<file path="src/design/simd_fp_exc_pkg.sv">
// Package with constants and types for the SIMD floating-point exception unit.
package simd_fp_exc_pkg;

  localparam int          NUM_CLASS   = 6;
  localparam int          NUM_ELEM    = 4;
  localparam int          ELEM_WIDTH  = 32;
  localparam int          RES_WIDTH   = NUM_ELEM * ELEM_WIDTH;

  // Bit positions of the exception classes inside a flag or mask field.
  localparam int          CLS_INVALID = 0;
  localparam int          CLS_DENORM  = 1;
  localparam int          CLS_DIVZERO = 2;
  localparam int          CLS_OVERFLW = 3;
  localparam int          CLS_UNDERFL = 4;
  localparam int          CLS_INEXACT = 5;
  localparam logic [5:0]  PRE_CLASSES  = 6'h07;
  localparam logic [5:0]  POST_CLASSES = 6'h38;

  localparam logic [7:0]  XF_VECTOR   = 8'h13;

  // APB register byte addresses.
  localparam logic [11:0] ADDR_CTRL_STATUS = 12'h000;
  localparam logic [11:0] ADDR_INT_STATUS  = 12'h004;
  localparam logic [11:0] ADDR_INT_MASK    = 12'h008;
  localparam logic [11:0] ADDR_UNIT_STATE  = 12'h00C;

  // Field positions of the control/status register.
  localparam int          CS_FLAGS_LSB = 0;
  localparam int          CS_MASK_LSB  = 8;
  localparam int          CS_DAZ_BIT   = 16;
  localparam int          CS_FTZ_BIT   = 17;

  // Field positions of the unit state register.
  localparam int          US_STATE_LSB = 0;
  localparam int          US_CAUSE_LSB = 8;
  localparam int          US_FAULT_BIT = 16;

  // Interrupt status bits.
  localparam int          IRQ_FAULT  = 0;
  localparam int          IRQ_TRAP   = 1;
  localparam int          IRQ_MASKED = 2;
  localparam int          IRQ_BITS   = 3;

  localparam logic [5:0]  RST_FLAGS  = 6'h00;
  localparam logic [5:0]  RST_MASK   = 6'h3F;
  localparam logic [2:0]  RST_INTMSK = 3'h0;

  localparam logic [11:0] NXT_ADDR_STEP = 12'h004;

  typedef enum logic [1:0] {
    ST_IDLE   = 2'b00,
    ST_SIGNAL = 2'b01,
    ST_ENTRY  = 2'b11
  } xf_state_t;

endpackage

</file>
<file path="src/design/simd_fp_flag_merge.sv">
// Merges per-element exception flags of one instruction into one class vector.
`timescale 1ns/1ps
module simd_fp_flag_merge
  import simd_fp_exc_pkg::*;
(
  input  wire logic [NUM_ELEM*NUM_CLASS-1:0] elem_flags,  // Flags of each element
  input  wire logic                          packed_op,   // Packed instruction
  output logic      [NUM_CLASS-1:0]          merged       // Merged class flags
);

  logic [NUM_CLASS-1:0] partial [NUM_ELEM];

  // Scalar operations only look at element zero; packed ones OR every element.
  genvar g;
  generate
    for (g = 0; g < NUM_ELEM; g++)
    begin : g_elem
      if (g == 0)
      begin : g_first
        assign partial[g] = elem_flags[NUM_CLASS-1:0];
      end
      else
      begin : g_rest
        assign partial[g] = partial[g-1] |
          (packed_op ? elem_flags[g*NUM_CLASS +: NUM_CLASS] : {NUM_CLASS{1'b0}});
      end
    end
  endgenerate

  // Only the class survives the merge, never the element position.
  assign merged = partial[NUM_ELEM-1];

endmodule

</file>
<file path="src/design/simd_fp_exception_unit.sv">
// Exception reporting unit for packed and scalar SIMD floating-point instructions.
`timescale 1ns/1ps
module simd_fp_exception_unit
  import simd_fp_exc_pkg::*;
(
  input  wire logic                          CLOCK,        // Core clock
  input  wire logic                          RST,          // Asynchronous reset
  input  wire logic                          CE,           // Clock enable
  input  wire logic                          PSEL,         // APB select
  input  wire logic                          PENABLE,      // APB enable
  input  wire logic                          PWRITE,       // APB write
  input  wire logic [11:0]                   PADDR,        // APB address
  input  wire logic [31:0]                   PWDATA,       // APB write data
  output logic      [31:0]                   PRDATA,       // APB read data
  output logic                               PREADY,       // APB ready
  output logic                               PSLVERR,      // APB error
  input  wire logic                          INSTR_VALID,  // Instruction completes
  output logic                               INSTR_READY,  // Unit takes instruction
  input  wire logic                          INSTR_PACKED, // Packed operation
  input  wire logic [NUM_ELEM*NUM_CLASS-1:0] ELEM_FLAGS,   // Raised flags per element
  input  wire logic [RES_WIDTH-1:0]          RESULT_IN,    // Computed or default result
  output logic      [RES_WIDTH-1:0]          RESULT_OUT,   // Result to writeback
  output logic                               RESULT_VALID, // Result write pulse
  output logic                               DAZ_MODE,     // Denormals as zero
  output logic                               FTZ_MODE,     // Flush to zero
  output logic                               IEEE_STRICT,  // Full IEEE 754 mode
  output logic                               EXC_REQ,      // Exception request
  output logic      [7:0]                    EXC_VECTOR,   // Exception vector
  output logic                               EXC_FAULT,    // Request is a fault
  output logic      [NUM_CLASS-1:0]          EXC_CAUSE,    // Unmasked classes raised
  input  wire logic                          EXC_ACK,      // Dispatch took request
  input  wire logic                          GATE_INTR,    // Entry via interrupt gate
  output logic                               IF_CLEAR,     // Clear interrupt enable
  output logic                               IRQ           // Unit interrupt
);

  typedef struct packed {
    xf_state_t            state;
    logic [NUM_CLASS-1:0] flags;
    logic [NUM_CLASS-1:0] mask;
    logic                 daz;
    logic                 ftz;
    logic [IRQ_BITS-1:0]  int_sts;
    logic [IRQ_BITS-1:0]  int_msk;
    logic                 exc_fault;
    logic [NUM_CLASS-1:0] exc_cause;
    logic                 if_clear;
    logic [RES_WIDTH-1:0] res;
    logic                 res_vld;
    logic [31:0]          prdata;
  } unit_state_t;

  unit_state_t          state_ff;
  unit_state_t          nxt_state;
  logic [NUM_CLASS-1:0] raised;
  logic [NUM_CLASS-1:0] pre_raised;
  logic [NUM_CLASS-1:0] post_raised;
  logic [NUM_CLASS-1:0] pre_unmasked;
  logic [NUM_CLASS-1:0] post_unmasked;
  logic [NUM_CLASS-1:0] post_cand;
  logic                 fault_hit;
  logic                 take_instr;
  logic                 wr_access;
  logic                 rd_setup;
  logic                 addr_hit;
  logic [31:0]          rd_value;
  logic [NUM_CLASS-1:0] wr_flags;
  logic [IRQ_BITS-1:0]  irq_set;
  logic [IRQ_BITS-1:0]  irq_clr;
  logic                 sel_ctrl;
  logic                 sel_ists;
  logic                 sel_imsk;
  logic                 sel_ustate;

  simd_fp_flag_merge u_merge (
    .elem_flags (ELEM_FLAGS),
    .packed_op  (INSTR_PACKED),
    .merged     (raised)
  );

  // Each class is sorted into a fault or a trap and held against its own mask bit.
  genvar c;
  generate
    for (c = 0; c < NUM_CLASS; c++)
    begin : g_class
      assign pre_raised[c]   = raised[c] & PRE_CLASSES[c];
      assign post_raised[c]  = raised[c] & POST_CLASSES[c];
      // Only flags raised by this instruction can trap; old sticky flags never do.
      assign pre_unmasked[c] = pre_raised[c] & ~state_ff.mask[c];
      assign post_cand[c]    = post_raised[c] & ~state_ff.mask[c];
    end
  endgenerate

  // An unmasked fault means the arithmetic never ran, so no trap may be reported.
  assign fault_hit     = |pre_unmasked;
  assign post_unmasked = fault_hit ? {NUM_CLASS{1'b0}} : post_cand;

  // New instructions stall while a reported exception awaits dispatch.
  assign INSTR_READY = (state_ff.state == ST_IDLE);
  assign take_instr  = CE && INSTR_VALID && INSTR_READY;

  assign wr_access = PSEL && PENABLE && PWRITE;
  assign rd_setup  = PSEL && !PENABLE && !PWRITE;

  // One decode serves reads and writes alike, so both always agree on the map.
  always_comb
  begin
    sel_ctrl   = 1'b0;
    sel_ists   = 1'b0;
    sel_imsk   = 1'b0;
    sel_ustate = 1'b0;
    if (PADDR == ADDR_CTRL_STATUS)
    begin
      sel_ctrl = 1'b1;
    end
    else if (PADDR == ADDR_INT_STATUS)
    begin
      sel_ists = 1'b1;
    end
    else if (PADDR == ADDR_INT_MASK)
    begin
      sel_imsk = 1'b1;
    end
    else if (PADDR == ADDR_UNIT_STATE)
    begin
      sel_ustate = 1'b1;
    end
  end

  assign addr_hit = sel_ctrl || sel_ists || sel_imsk || sel_ustate;

  always_comb
  begin
    rd_value = 32'h0000_0000;
    if (sel_ctrl)
    begin
      rd_value[CS_FLAGS_LSB +: NUM_CLASS] = state_ff.flags;
      rd_value[CS_MASK_LSB +: NUM_CLASS]  = state_ff.mask;
      rd_value[CS_DAZ_BIT]                = state_ff.daz;
      rd_value[CS_FTZ_BIT]                = state_ff.ftz;
    end
    else if (sel_ists)
    begin
      rd_value[IRQ_BITS-1:0] = state_ff.int_sts;
    end
    else if (sel_imsk)
    begin
      rd_value[IRQ_BITS-1:0] = state_ff.int_msk;
    end
    else if (sel_ustate)
    begin
      rd_value[US_STATE_LSB +: 2]         = state_ff.state;
      rd_value[US_CAUSE_LSB +: NUM_CLASS] = state_ff.exc_cause;
      rd_value[US_FAULT_BIT]              = state_ff.exc_fault;
    end
  end

  always_comb
  begin
    nxt_state = state_ff;
    wr_flags  = state_ff.flags;
    irq_set   = '0;
    irq_clr   = '0;
    nxt_state.res_vld  = 1'b0;
    nxt_state.if_clear = 1'b0;

    if (rd_setup)
    begin
      nxt_state.prdata = rd_value;
    end

    if (wr_access)
    begin
      if (sel_ctrl)
      begin
        wr_flags       = PWDATA[CS_FLAGS_LSB +: NUM_CLASS];
        nxt_state.mask = PWDATA[CS_MASK_LSB +: NUM_CLASS];
        nxt_state.daz  = PWDATA[CS_DAZ_BIT];
        nxt_state.ftz  = PWDATA[CS_FTZ_BIT];
      end
      else if (sel_ists)
      begin
        irq_clr = PWDATA[IRQ_BITS-1:0];
      end
      else if (sel_imsk)
      begin
        nxt_state.int_msk = PWDATA[IRQ_BITS-1:0];
      end
    end

    nxt_state.flags = wr_flags;

    case (state_ff.state)
      ST_IDLE:
      begin
        if (take_instr)
        begin
          if (fault_hit)
          begin
            // A fault leaves the instruction uncomputed, so only pre flags are kept.
            nxt_state.flags     = wr_flags | pre_raised;
            nxt_state.exc_fault = 1'b1;
            nxt_state.exc_cause = pre_unmasked;
            nxt_state.state     = ST_SIGNAL;
            irq_set[IRQ_FAULT]  = 1'b1;
          end
          else if (|post_unmasked)
          begin
            nxt_state.flags     = wr_flags | raised;
            nxt_state.exc_fault = 1'b0;
            nxt_state.exc_cause = post_unmasked;
            nxt_state.state     = ST_SIGNAL;
            irq_set[IRQ_TRAP]   = 1'b1;
          end
          else
          begin
            nxt_state.flags     = wr_flags | raised;
            nxt_state.res       = RESULT_IN;
            nxt_state.res_vld   = 1'b1;
            irq_set[IRQ_MASKED] = |raised;
          end
        end
      end
      ST_SIGNAL:
      begin
        if (EXC_ACK)
        begin
          nxt_state.if_clear = GATE_INTR;
          nxt_state.state    = ST_ENTRY;
        end
      end
      ST_ENTRY:
      begin
        // Sticky flags are left alone on entry.
        nxt_state.exc_cause = '0;
        nxt_state.exc_fault = 1'b0;
        nxt_state.state     = ST_IDLE;
      end
      default:
      begin
        nxt_state.state = ST_IDLE;
      end
    endcase

    // A new event wins over a write-one-to-clear in the same cycle.
    nxt_state.int_sts = (state_ff.int_sts & ~irq_clr) | irq_set;
  end

  always_ff @(posedge CLOCK or posedge RST)
  begin
    if (RST)
    begin
      state_ff.state     <= ST_IDLE;
      state_ff.flags     <= RST_FLAGS;
      state_ff.mask      <= RST_MASK;
      state_ff.daz       <= 1'b0;
      state_ff.ftz       <= 1'b0;
      state_ff.int_sts   <= '0;
      state_ff.int_msk   <= RST_INTMSK;
      state_ff.exc_fault <= 1'b0;
      state_ff.exc_cause <= '0;
      state_ff.if_clear  <= 1'b0;
      state_ff.res       <= '0;
      state_ff.res_vld   <= 1'b0;
      state_ff.prdata    <= '0;
    end
    else if (CE)
    begin
      state_ff <= nxt_state;
    end
  end

  assign PRDATA       = state_ff.prdata;
  assign PREADY       = 1'b1;
  assign PSLVERR      = PSEL && PENABLE && !addr_hit;
  assign RESULT_OUT   = state_ff.res;
  assign RESULT_VALID = state_ff.res_vld;
  assign DAZ_MODE     = state_ff.daz;
  assign FTZ_MODE     = state_ff.ftz;
  assign IEEE_STRICT  = !state_ff.daz && !state_ff.ftz;
  assign EXC_REQ      = (state_ff.state == ST_SIGNAL);
  assign EXC_VECTOR   = XF_VECTOR;
  assign EXC_FAULT    = state_ff.exc_fault;
  assign EXC_CAUSE    = state_ff.exc_cause;
  assign IF_CLEAR     = state_ff.if_clear;
  assign IRQ          = |(state_ff.int_sts & state_ff.int_msk);

endmodule

</file>
<file path="config.mk">
export PLATFORM = sky130hd
export DESIGN_NAME = simd_fp_exception_unit
export DESIGN_NICKNAME = d
export VERILOG_FILES = /design/src/design/simd_fp_exc_pkg.sv /design/src/design/simd_fp_flag_merge.sv /design/src/design/simd_fp_exception_unit.sv
export SDC_FILE = /design/constraint.sdc
export NUM_CORES = 1
export LEC_CHECK = 0
export CAP_MARGIN = 40
export CORE_MARGIN = 2
export CORE_UTILIZATION = 30
export CTS_BUF_LIST = sky130_fd_sc_hd__clkbuf_4
export DETAILED_ROUTE_END_ITERATION = 7
export DONT_BUFFER_PORTS = 1
export MAX_ROUTING_LAYER = met4
export SLEW_MARGIN = 40
export SYNTH_ARGS = -nofsm -noshare
export SYNTH_HDL_FRONTEND = slang
export SYNTH_SLANG_ARGS = --single-unit
export TNS_END_PERCENT = 100
</file>
<file path="constraint.sdc">
create_clock -name CLOCK -period 9 [get_ports CLOCK]
set_clock_uncertainty 0.1 [all_clocks]
set_input_delay 1.8 -clock CLOCK [delete_from_list [all_inputs] [get_ports CLOCK]]
set_output_delay 1.8 -clock CLOCK [all_outputs]
set_load 0.05 [all_outputs]
</file>
# Word level (Yosys, flattened, before mapping)
# Index checks and enable logic that the tools add are counted.
[op_classes]
eq_ne = 8
n_mux = 56
bitwise = 25
reduce_logical = 29
[op_table]
columns = ["op", "count"]
rows = [
  ["2-to-1 mux 6 bit", 11],
  ["2-to-1 mux 1 bit", 25],
  ["== test 12 x 4 -> 1 bit, second input constant", 2],
  ["2-to-1 mux 3 bit", 8],
  ["OR 6 bit", 4],
  ["2-to-1 mux 7 bit", 3],
  ["2-to-1 mux 8 bit", 2],
  ["one-hot mux 7 bit (2 select lines)", 1],
  ["== test 12 x 3 -> 1 bit, second input constant", 1],
  ["zero test 12 bit", 1],
  ["OR reduction 6 bit", 2],
  ["2-to-1 mux 2 bit", 5],
  ["NOT 1 bit", 10],
  ["AND reduction 5 bit", 2],
  ["logical AND 1 bit", 8],
  ["AND reduction 4 bit", 2],
  ["AND 1 bit", 6],
  ["AND 3 bit", 2],
  ["OR 6 x 3 -> 6 bit", 1],
  ["OR reduction 3 bit", 2],
  ["zero test 1 bit", 5],
  ["!= test 2 x 1 -> 1 bit, second input constant", 2],
  ["one-hot mux 2 bit (2 select lines)", 1],
  ["logical OR 1 bit", 3],
  ["other kinds (9)", 9],
]
[totals]
register_bits = 173
inputBits = 206
output_inout_bits = 185

# Longest topological paths before layout
# Gate-level depths: netlist of run 1.
[depth]
depth_word = 13
depth_mapped = 8

# Cells and area by module
# Synthesis of run 1 repeated with hierarchy kept, for this count alone.
[unflattened]
hier_cells = 648
area_unflattened_um2 = 8299.2
[by_module_without_submodules]
columns = ["mod", "instances", "cells_per_inst", "area_each_um2", "seq_area_each_um2"]
rows = [
  ["simd_fp_exception_unit", 1, 630, 8179.1, 4336.7],
  ["simd_fp_flag_merge", 1, 18, 120.1, 0.0],
]

# Least setup slack after synthesis of run 1
# Ideal clock, no wire load.
[synth_timing]
path_type = "input-to-output"
startpoint = "input PADDR[1]"
endpoint = "output PSLVERR"
t_arrival_ns = 2.683
required_time_ns = 7.100
slack_ns = 4.417
stages = 3
path_cell_list = "nor4_1 > nand3_1 > and3_1"
[synth_via]
elab_chain_cells = 8
[synth_lines]
columns = ["element", "line_no", "rtl"]
rows = [
  ["start: declaration", "simd_fp_exception_unit.sv:12", "input wire logic [11:0] PADDR,"],
  ["== test 12 x 4 -> 1 bit, or another cell as far along", "simd_fp_exception_unit.sv:124", "else if (PADDR == ADDR_UNIT_STATE)"],
  ["2-to-1 mux 1 bit (on tied branches)", "simd_fp_exception_unit.sv:124, simd_fp_exception_unit.sv:116, simd_fp_exception_unit.sv:120", ""],
  ["2-to-1 mux 1 bit (on tied branches)", "simd_fp_exception_unit.sv:120, simd_fp_exception_unit.sv:112, simd_fp_exception_unit.sv:116", ""],
  ["2-to-1 mux 1 bit, or another cell as far along", "simd_fp_exception_unit.sv:116", "else if (PADDR == ADDR_INT_STATUS)"],
  ["2-to-1 mux 1 bit or logical OR 1 bit (tied branches)", "simd_fp_exception_unit.sv:112, simd_fp_exception_unit.sv:130", ""],
  ["logical OR 1 bit (*)", "simd_fp_exception_unit.sv:130", "assign addr_hit = sel_ctrl || sel_ists || sel_imsk || sel_ustate;"],
  ["zero test 1 bit (*)", "simd_fp_exception_unit.sv:275", "assign PSLVERR = PSEL && PENABLE && !addr_hit;"],
  ["logical AND 1 bit (*)", "simd_fp_exception_unit.sv:275", ""],
  ["end: declaration", "simd_fp_exception_unit.sv:16", "output logic PSLVERR,"],
]
# Mark *: on every way between the ends. The rest lies on a longest branch, timed or not.

# Final worst setup path of run 1
# Same ends and word-level chain as after synthesis.

==> key figures, run 1 <==
Clocking
  – CTS Sinks: 173
  – Worst-Skew Late Latency: around 0.6 ns
  – CTS HTree Levels: 4
  – Setup bufs post-CTS: 0
  – Clk pin slew, worst setup/hold paths: 0.15 ns
  – Post-CTS sizing: 0
  – CTS buffer count: 17
  – CTS tree: yes
  – CTS Buffer Depth: 2
  – Clock root buffer: clkbuf_4
  – Post-CTS Hold Buffers: 0

Cells and area
  – Commonest non-fill, non-tap cell in the layout: dfrtp_1
  – Nets@finish: 714
  – Most frequent cells in the layout: dfrtp_1, mux2_4, mux2_2, nand2_1, conb_1
  – Finished Cell Area: 8060 µm²
  – Syn-to-layout area delta: -6.79%
  – Post-route insts no fill: slightly above 900
  – Fraction of layout cells with a size suffix above 1: between 30% and 40%

Setup path
  – Worst Path Buf+Inv: 0
  – Worst setup path class: primary input to output pin
  – Crit path cell chain: nor4_1, nand3_1, and3_1
  – Crit path largest cell delay: about 0.45 ns
  – Worst flop-to-flop path startpoint: state_ff[190]$_DFFE_PP0P_
  – Worst EP required: 7.10 ns
  – CP top delay family: simple AND/OR/NAND/NOR gates
  – Worst EP arrival: 2.91 ns
  – CP endpoint kind: output pin
  – Worst Path Max Fanout: 5
  – Critical path launch point type: primary input
  – Crit path launch: PADDR[1]
  – Slowest CP cell: and3_1

Placement
  – Placement Cell Area: 7820 µm²
  – Final GP Congestion: 0.748
  – Port Buffers: 0
  – Post-DP HPWL: 13.1 mm
  – Placed insts: between 800 and 900

Yosys
  – Syn_area_per_cell: 13.2 µm²
  – Mapped Cells: 657
  – Async S/R FF share, synth: 100%
  – #FFs+latches synth: around 170
  – Seq/Total Area, Yosys: 50.2%
  – Yosys cell types: 41
  – Synth Cell Area: about 8600 µm²
  – Number of synthesized flops with an enable pin: 0
  – Most used DFF post-synth: dfrtp_1
  – Yosys warns: 0

STA
  – Slew @ Worst Pin: 0.776 ns
  – Final Hold Slack: around 0.42 ns
  – # setup viols final: 0
  – Total negative slack: 0 ns
  – Final period util: 53.4%
  – RSZ-0062 raised after global routing: false
  – Min Tclk post-route: 4.81 ns
  – Final hold violation count: 0
  – Max transition margin: between 40% and 50%
  – F_max: 208 MHz
  – Pins Over Slew Limit: 0

Power
  – VDD IR max: 0.0869 mV
  – Leak: 0.00416 µW
  – Pwr Density: 168 nW/µm²

Global route
  – Vias in the first global route: 4,211
  – Global-route wire length before repair: 27.2 mm
  – GRT Total Usage: 12.4%
  – Pin count of the biggest net entering global routing: 99
  – Initial antenna violation count: 1
  – Congestion Overflow GR: 0

Worst hold path
  – Hold Crit Class: flop to flop
  – Hold path start: state_ff[188]$_DFFE_PP0P_

Floorplanning
  – Chip Width: 174 µm
  – Chip Height: 174 µm
  – Die area: between 30,000 and 40,000 µm²
  – Std cell rows: 62
  – Core area: 28,500 µm²
  – Ports: 391
  – Initial Utilization: 30.3%

Routing
  – Via-per-instance ratio: about 4.5
  – Drt pass-1 iters: 8
  – Initial drt markers: 218
  – Avg WL per Cell: 20.3 µm
  – Final WL: roughly 18 mm
  – DR DRC count: 6
  – Detailed-route via count: roughly 4,100
  – Post-route ant nets: 0

Outcome
  – Failing checks: design-rule violations
  – Outcome: complete, but fails checks

Run
  – Maximum Capacitance Violations: 0
where the power goes:
| group | internal (µW) | switching, µW |
|---|---|---|
| Combinational | 27.1 | 72.9 |
| Sequential | 795 | 61.2 |
| Clock | 119 | 280 |
metal layers:
layer	routed length (µm)	global-route usage, %	vias up
met5	0	-	-
met4	177	3.57	0
met3	1860	5.48	12
met2	9090	19.8	268
met1	7240	14.3	2017
li1	-	-	1756
state kept, by name, summed over array words and instances (netlist names):
register	count
DAZ_MODE	1
EXC_CAUSE	6
EXC_FAULT	1
FTZ_MODE	1
IF_CLEAR	1
PRDATA	14
RESULT_OUT	128
RESULT_VALID	1
state_ff	20
metrics by stage:
| step | total power (µW) | setup WS, ns | util, % |
|---|---|---|---|
| after global routing | 1430 | 4.13 | 28.2 |
| after floorplan | 971 | 2.42 | - |
| final | 1360 | 4.19 | 28.2 |
| after CTS | 1380 | 4.21 | 28.2 |
| after global placement | 970 | 3.96 | 27.3 |
| after detailed placement | 973 | 4.21 | 27.4 |
cell families (layout without fill, tap and decap cells):
logic type | after synthesis | count (layout) | share of synthesized area [%]
simple gates | 79 | 79 | 4.50
mux | 147 | 147 | 23.6
buf+inv | 204 | 43 | 17.5
compound gates | 52 | 52 | 4.18
other cells | 2 | 28 | 0.0869
flops | 173 | 173 | 50.2
cells in the mapped netlist, types with 3 or more instances:
cell / count / share of area, %
buf_4: 175 / 15
dfrtp_1: 167 / 48
mux2_4: 98 / 17
mux2_2: 41 / 5.3
nand2_1: 27 / 1.2
o21ai_0: 17 / 0.98
nor2_1: 12 / 0.52
buf_6: 11 / 1.4
nor3_1: 11 / 0.64
a22o_1: 8 / 0.81
a22oi_1: 7 / 0.61
clkbuf_1: 7 / 0.30
inv_1: 7 / 0.30
dfstp_2: 6 / 1.8
mux2i_1: 6 / 0.69
nand3_1: 6 / 0.35
nor4_1: 6 / 0.43
a21o_1: 4 / 0.35
a21oi_1: 3 / 0.17
buf_2: 3 / 0.17
nand4_1: 3 / 0.22
o31ai_1: 3 / 0.26
or2_2: 3 / 0.22
or3_1: 3 / 0.22
or4_1: 3 / 0.26
worst register-to-register path, stage by stage, from the launching register on:
cell and delay, ns:
dfrtp_1 0.50, nor2_1 0.14, buf_4 0.23, nand3_1 0.36, nor3_4 0.49, nand2_8 0.45
buf_6 0.52, mux2_4 0.44
cell type report:
class,instances,area (µm²)
fill,2945,20500
sequential,173,4340
multi-input combinational,305,2930
tap,384,480
clock buffer,21,158
clock inverter,11,70.1
inverter,7,38.8
timing repair buffer,4,37.5
antenna,1,2.50
worst paths after layout:
kind / end / slack (ns) / depth (start not counted)
hold reg to reg: PRDATA[5]$_DFFE_PP0P_ / 0.42 / 1
setup reg to reg: RESULT_OUT[27]$_DFFE_PP0P_ / 5.64 / 7
min in group asynchronous: RESULT_OUT[19]$_DFFE_PP0P_ / 0.94 / 1
hold / removal: PRDATA[5]$_DFFE_PP0P_ / 0.42 / 1
setup / recovery: PSLVERR / 4.19 / 3
max in group asynchronous: RESULT_OUT[109]$_DFFE_PP0P_ / 6.66 / 2
Power figures use the tool's default switching activity.
==> run 2, diff against run 1 <==
Settings changed: ABC_AREA from default to 1.
Clock period 9 ns to 4.3 ns, I/O delays scaled along.
==> key figures, run 2 <==
Outcome
  – Outcome: finished clean

Clocking
  – CTS Sinks: 173
  – Clk pin slew, worst setup/hold paths: 0.15 ns
  – CTS Buffer Depth: 2
  – Setup bufs post-CTS: 0
  – Post-CTS Hold Buffers: 0
  – CTS buffer count: 17
  – Post-CTS sizing: 0
  – CTS tree: yes
  – Worst-Skew Late Latency: 0.55 ns
  – Clock root buffer: clkbuf_4
  – CTS HTree Levels: 4

Setup path
  – Worst EP arrival: roughly 2.3 ns
  – Worst setup path class: primary input to output pin
  – CP endpoint kind: output pin
  – Crit path largest cell delay: 0.50 ns
  – Critical path launch point type: primary input
  – Worst EP required: approximately 3.3 ns
  – Worst Path Buf+Inv: 2
  – Crit path cell chain: nor2_1, nand2_1, nor2_1, inv_1, nor3_1, nor4_2, buf_4
  – R2R setup slack: 1.51 ns
  – Most used cell, CP: nor2_1
  – CP top delay family: simple AND/OR/NAND/NOR gates
  – Slowest CP cell: nor3_1
  – Worst Path Max Fanout: 4

Floorplanning
  – Core area: around 29,000 µm²
  – Chip Height: 174 µm
  – Chip Width: 174 µm
  – Die area: 30,100 µm²
  – Ports: 391
  – Std cell rows: 62
  – Initial Utilization: 30.2%

Cells and area
  – Util after Layout: roughly 28%
  – Fraction of layout cells with a size suffix above 1: 7.68%
  – Most frequent cells in the layout: nand2_1, dfrtp_1, nor2_1, inv_1, conb_1
  – Commonest non-fill, non-tap cell in the layout: nand2_1
  – Nets@finish: 1,091
  – Syn-to-layout area delta: -7.06%
  – Number of flip-flops in the largest register: 128

Yosys
  – Post-synth top cells: nand2_1, buf_4, dfrtp_1, nor2_1, inv_1
  – Yosys cell types: 37
  – Most used DFF post-synth: dfrtp_1
  – Top-count cell post-synth: nand2_1
  – Synth Cell Area: 8630 µm²
  – Syn_area_per_cell: about 8.3 µm²
  – Synth top area cells: dfrtp_1, nand2_1, buf_4
  – Seq/Total Area, Yosys: between 50% and 60%
  – Async S/R FF share, synth: between 90% and 100%
  – Yosys warns: 0
  – Post-synth top area share: between 40 and 50%
  – Number of synthesized flops with an enable pin: 0
  – Area leader, netlist: dfrtp_1
  – Mapped Cells: 1,039
  – #FFs+latches synth: ~170

Global route
  – Vias in the first global route: 5,507
  – GRT Total Usage: between 10% and 20%
  – Pin count of the biggest net entering global routing: 90
  – Initial antenna violation count: 1
  – Congestion Overflow GR: 0
  – Global-route wire length before repair: 31.5 mm

Placement
  – Pre-CTS worst setup slack: 1.04 ns
  – Post-DP HPWL: 14.8 mm
  – Port Buffers: 0
  – Final GP Congestion: 0.827

Routing
  – Via-per-instance ratio: 4.34
  – Final WL: 20.3 mm
  – Initial drt markers: 279
  – Drt pass-1 iters: 4
  – Post-route ant nets: 0
  – Detailed-route via count: 5,565
  – Avg WL per Cell: 15.8 µm
  – DR DRC count: 0

Power
  – Leak: 0.00420 µW
  – Pwr Density: 799 nW/µm²
  – VDD IR max: 0.233 mV

Worst hold path
  – Hold Crit Class: primary input to asynchronous set/reset pin

STA
  – # setup viols final: 0
  – Total negative slack: 0 ns
  – F_max: 304 MHz
  – Slew @ Worst Pin: 0.886 ns
  – RSZ-0062 raised after global routing: false
  – Setup ws final: slightly above 1 ns
  – Final period util: 76.4%
  – Final hold violation count: 0
  – Pins Over Slew Limit: 0
  – Min Tclk post-route: 3.29 ns
  – Max transition margin: about two fifths

Run
  – Maximum Capacitance Violations: 0
[run 2: cell types whose count changed after synthesis, sizes merged, moves of 9 or more]
cell | before | now
mux2 | 139 | 0
nor3 | 12 | 3
buf | 190 | 205
nor2 | 12 | 49
inv | 7 | 42
nand2 | 28 | 484
[run 2: area by class of cell]
cell class,count,area (µm²)
multi-input cells,639,2650
clock inverters,13,101
diodes,1,2.50
clock buffers,19,143
inverters,42,164
fillers,3101,20500
flip-flops and latches,173,4340
well taps,384,480
repair buffers,12,140
[run 2: cell families (layout without fill, tap and decap cells)]
family	count (synthesis)	after routing	synth area share (%)
AO/OA/AOI/OAI	49	49	3.41
buffers and inverters	252	86	20.2
AND/OR/NAND/NOR	563	563	26.1
other	2	28	0.0870
flip-flops	173	173	50.2
[run 2: layer usage]
metal  vias up  GRT usage [%]  part of all wire (%)
met2       286           22.9                    49
met5         -              -                     0
li1       2674              -                     -
met1      2585           15.5                    39
met4         0           5.18                   2.0
met3        20           4.87                   9.6
[run 2: path summary, 6_finish.rpt]
kind / start / cells after the start / end
worst max-delay path: PADDR[7] / 7 / PSLVERR
worst min-delay path: RST / 2 / RESULT_OUT[32]$_DFFE_PP0P_
worst max register to register: state_ff[190]$_DFFE_PP0P_ / 10 / RESULT_OUT[70]$_DFFE_PP0P_
worst min register to register: state_ff[182]$_DFFE_PP1P_ / 2 / state_ff[182]$_DFFE_PP1P_
max in group asynchronous: RST / 2 / state_ff[182]$_DFFE_PP1P_
min in group CLOCK: PWDATA[13] / 2 / state_ff[182]$_DFFE_PP1P_
[run 2: power breakdown]
part           total [µW]  internal [µW]  switching, µW
Sequential           4690           2170           2520
Clock                 870            292            578
Combinational         843            285            558
[run 2: stage by stage]
step	hold WS, ns	area, µm²	instances	power, µW
6_report	0.191	8020	1283	6410
5_1_grt	0.124	8020	1283	6770
3_5_place_dp	0.370	7770	1250	5610
4_1_cts	0.164	8020	1282	6510
2_1_floorplan	0.343	8730	1064	6180
3_3_place_gp	0.362	7770	1250	5560
==> run 3, diff against run 2 <==
Clock period 4.3 ns to 3.1 ns, I/O delays scaled along.
==> key figures, run 3 (same netlist as run 2, synthesis figures left out) <==
Placement
  – Final GP Congestion: ~0.85
  – Post-DP HPWL: 14.9 mm
  – Port Buffers: 0
  – Placed insts: approximately 1,300
  – Placement Cell Area: a little under 8000 µm²

Power
  – Leak: roughly 0.0046 µW
  – Pwr Density: 1040 nW/µm²
  – Tot Pwr: 9360 µW
  – VDD IR max: 0.359 mV

Clocking
  – CTS HTree Levels: 4
  – Post-CTS sizing: 0
  – Clock root buffer: clkbuf_4
  – Clk pin slew, worst setup/hold paths: between 0.1 and 0.15 ns
  – Setup bufs post-CTS: 0
  – CTS buffer count: 17
  – CTS Buffer Depth: 2
  – CTS Sinks: 173
  – Worst-Skew Late Latency: around 0.55 ns
  – Post-CTS Hold Buffers: 80
  – CTS tree: yes

Routing
  – Avg WL per Cell: roughly 15 µm
  – Detailed-route via count: 5,909
  – Drt pass-1 iters: 4
  – DR DRC count: 0
  – Via-per-instance ratio: 4.31
  – Final WL: 21.1 mm
  – Initial drt markers: 236
  – Post-route ant nets: 0

Setup path
  – R2R setup slack: 0.69 ns
  – CP endpoint kind: output pin
  – Worst EP arrival: ~1.8 ns
  – Worst setup path class: primary input to output pin
  – Critical path launch point type: primary input
  – Worst EP required: between 2 and 2.5 ns
  – Reg2reg end: RESULT_OUT[23]$_DFFE_PP0P_
  – Crit path launch: PADDR[9]
  – Path depth of the worst reg2reg path: 11
  – Worst Path Max Fanout: 3
  – Worst flop-to-flop path startpoint: state_ff[177]$_DFFE_PP1P_

Cells and area
  – Nets@finish: approximately 1,200
  – Post-route insts no fill: between 1,000 and 1,500
  – Commonest non-fill, non-tap cell in the layout: nand2_1
  – Syn-to-layout area delta: 3.84%
  – Most frequent cells in the layout: nand2_1, dfrtp_1, dlygate4sd3_1, nor2_1, inv_1
  – Register area: approximately 4300 µm²
  – FILL cells: 3,029
  – Number of flip-flops in the largest register: 128
  – Area of the multi-input gates: between 2000 and 3000 µm²
  – Fraction of layout cells with a size suffix above 1: under 10%
  – Finished Cell Area: 8960 µm²

Global route
  – Grt met2 use: 24.1%
  – Global-route wire length before repair: around 32 mm
  – Grt peak-use layer: met2
  – Met3 Use GR: 5.35%
  – Pin count of the biggest net entering global routing: approximately 110
  – GRT Total Usage: 14.3%
  – Congestion Overflow GR: 0
  – Initial antenna violation count: 2
  – Met1 Use GR: between 10% and 20%
  – Vias in the first global route: 5,857

Floorplanning
  – Core area: 28,500 µm²
  – Ports: just under 400
  – Die area: 30,100 µm²
  – Initial Utilization: 30.2%
  – Chip Height: 174 µm
  – Std cell rows: 62
  – Chip Width: 174 µm

Worst hold path
  – Hold Crit Class: primary input to flop
  – WHS Endpoint: RESULT_OUT[120]$_DFFE_PP0P_
  – Min-Delay Path Depth: 2
  – Hold path start: RESULT_IN[120]

STA
  – Max transition margin: between 40% and 50%
  – Final period util: 82.1%
  – Final Hold Slack: about 0.09 ns
  – Slew @ Worst Pin: 0.760 ns
  – Pins Over Slew Limit: 0
  – # setup viols final: 0
  – Min Tclk post-route: 2.54 ns
  – F_max: about 400 MHz
  – Final hold violation count: 0
  – RSZ-0062 raised after global routing: false
  – Total negative slack: 0 ns

Outcome
  – Outcome: finished clean

Run
  – Maximum Capacitance Violations: 0
-- run 3: cell types whose count changed in the layout (fill, tap and decap cells not counted), sizes merged --
cell and delta:
clkbuf +4, dlygate4sd3 +81, clkinv -7, buf +5, diode +1, bufinv +4
clkinvlp -1
-- run 3: cell type report --
cell class	instances	share of cell area, %
Clock inverter	9	1.88
Clock buffer	23	1.93
Inverter	42	1.83
Tap cell	384	5.36
Multi-Input combinational cell	639	29.7
Sequential cell	173	48.4
Timing Repair Buffer	98	10.9
Antenna cell	2	0.0558
-- run 3: routing by layer --
layer / wire (µm) / vias up
met5: 0 / -
met1: 8240 / 2752
li1: - / 2838
met2: 10400 / 287
met3: 2010 / 32
met4: 489 / 0
-- run 3: power breakdown --
part	switching (µW)	leakage (µW)	internal (µW)
combinational	809	0.00229	469
sequential	3520	0.00214	3010
clock	784	0.000181	769
-- run 3: worst max path at each step --
| stage | end | slack (ns) | cells past startpoint |
|---|---|---|---|
| after detailed placement | RESULT_OUT[84]$_DFFE_PP0P_ | 0.40 | 12 |
| after CTS | PSLVERR | 0.52 | 6 |
| after global placement | PSLVERR | 0.39 | 6 |
| after floorplan | DAZ_MODE$_DFFE_PP0P_ | 0.17 | 1 |
| final | PSLVERR | 0.56 | 6 |
| after global routing | PSLVERR | 0.33 | 6 |
-- run 3: stage by stage --
stage / utilization [%] / setup slack, ns
floorplan: - / 0.174
global placement: 27.3 / 0.386
detailed placement: 27.3 / 0.399
CTS: 31.3 / 0.516
global route: 31.4 / 0.332
finish: 31.4 / 0.555
-- run 3: worst max-delay path: stages --
cell and delay (ns):
nor2_1 0.09, nand2_1 0.05, nor2_1 0.38, inv_1 0.12, nor3_1 0.38, nor4_4 0.17
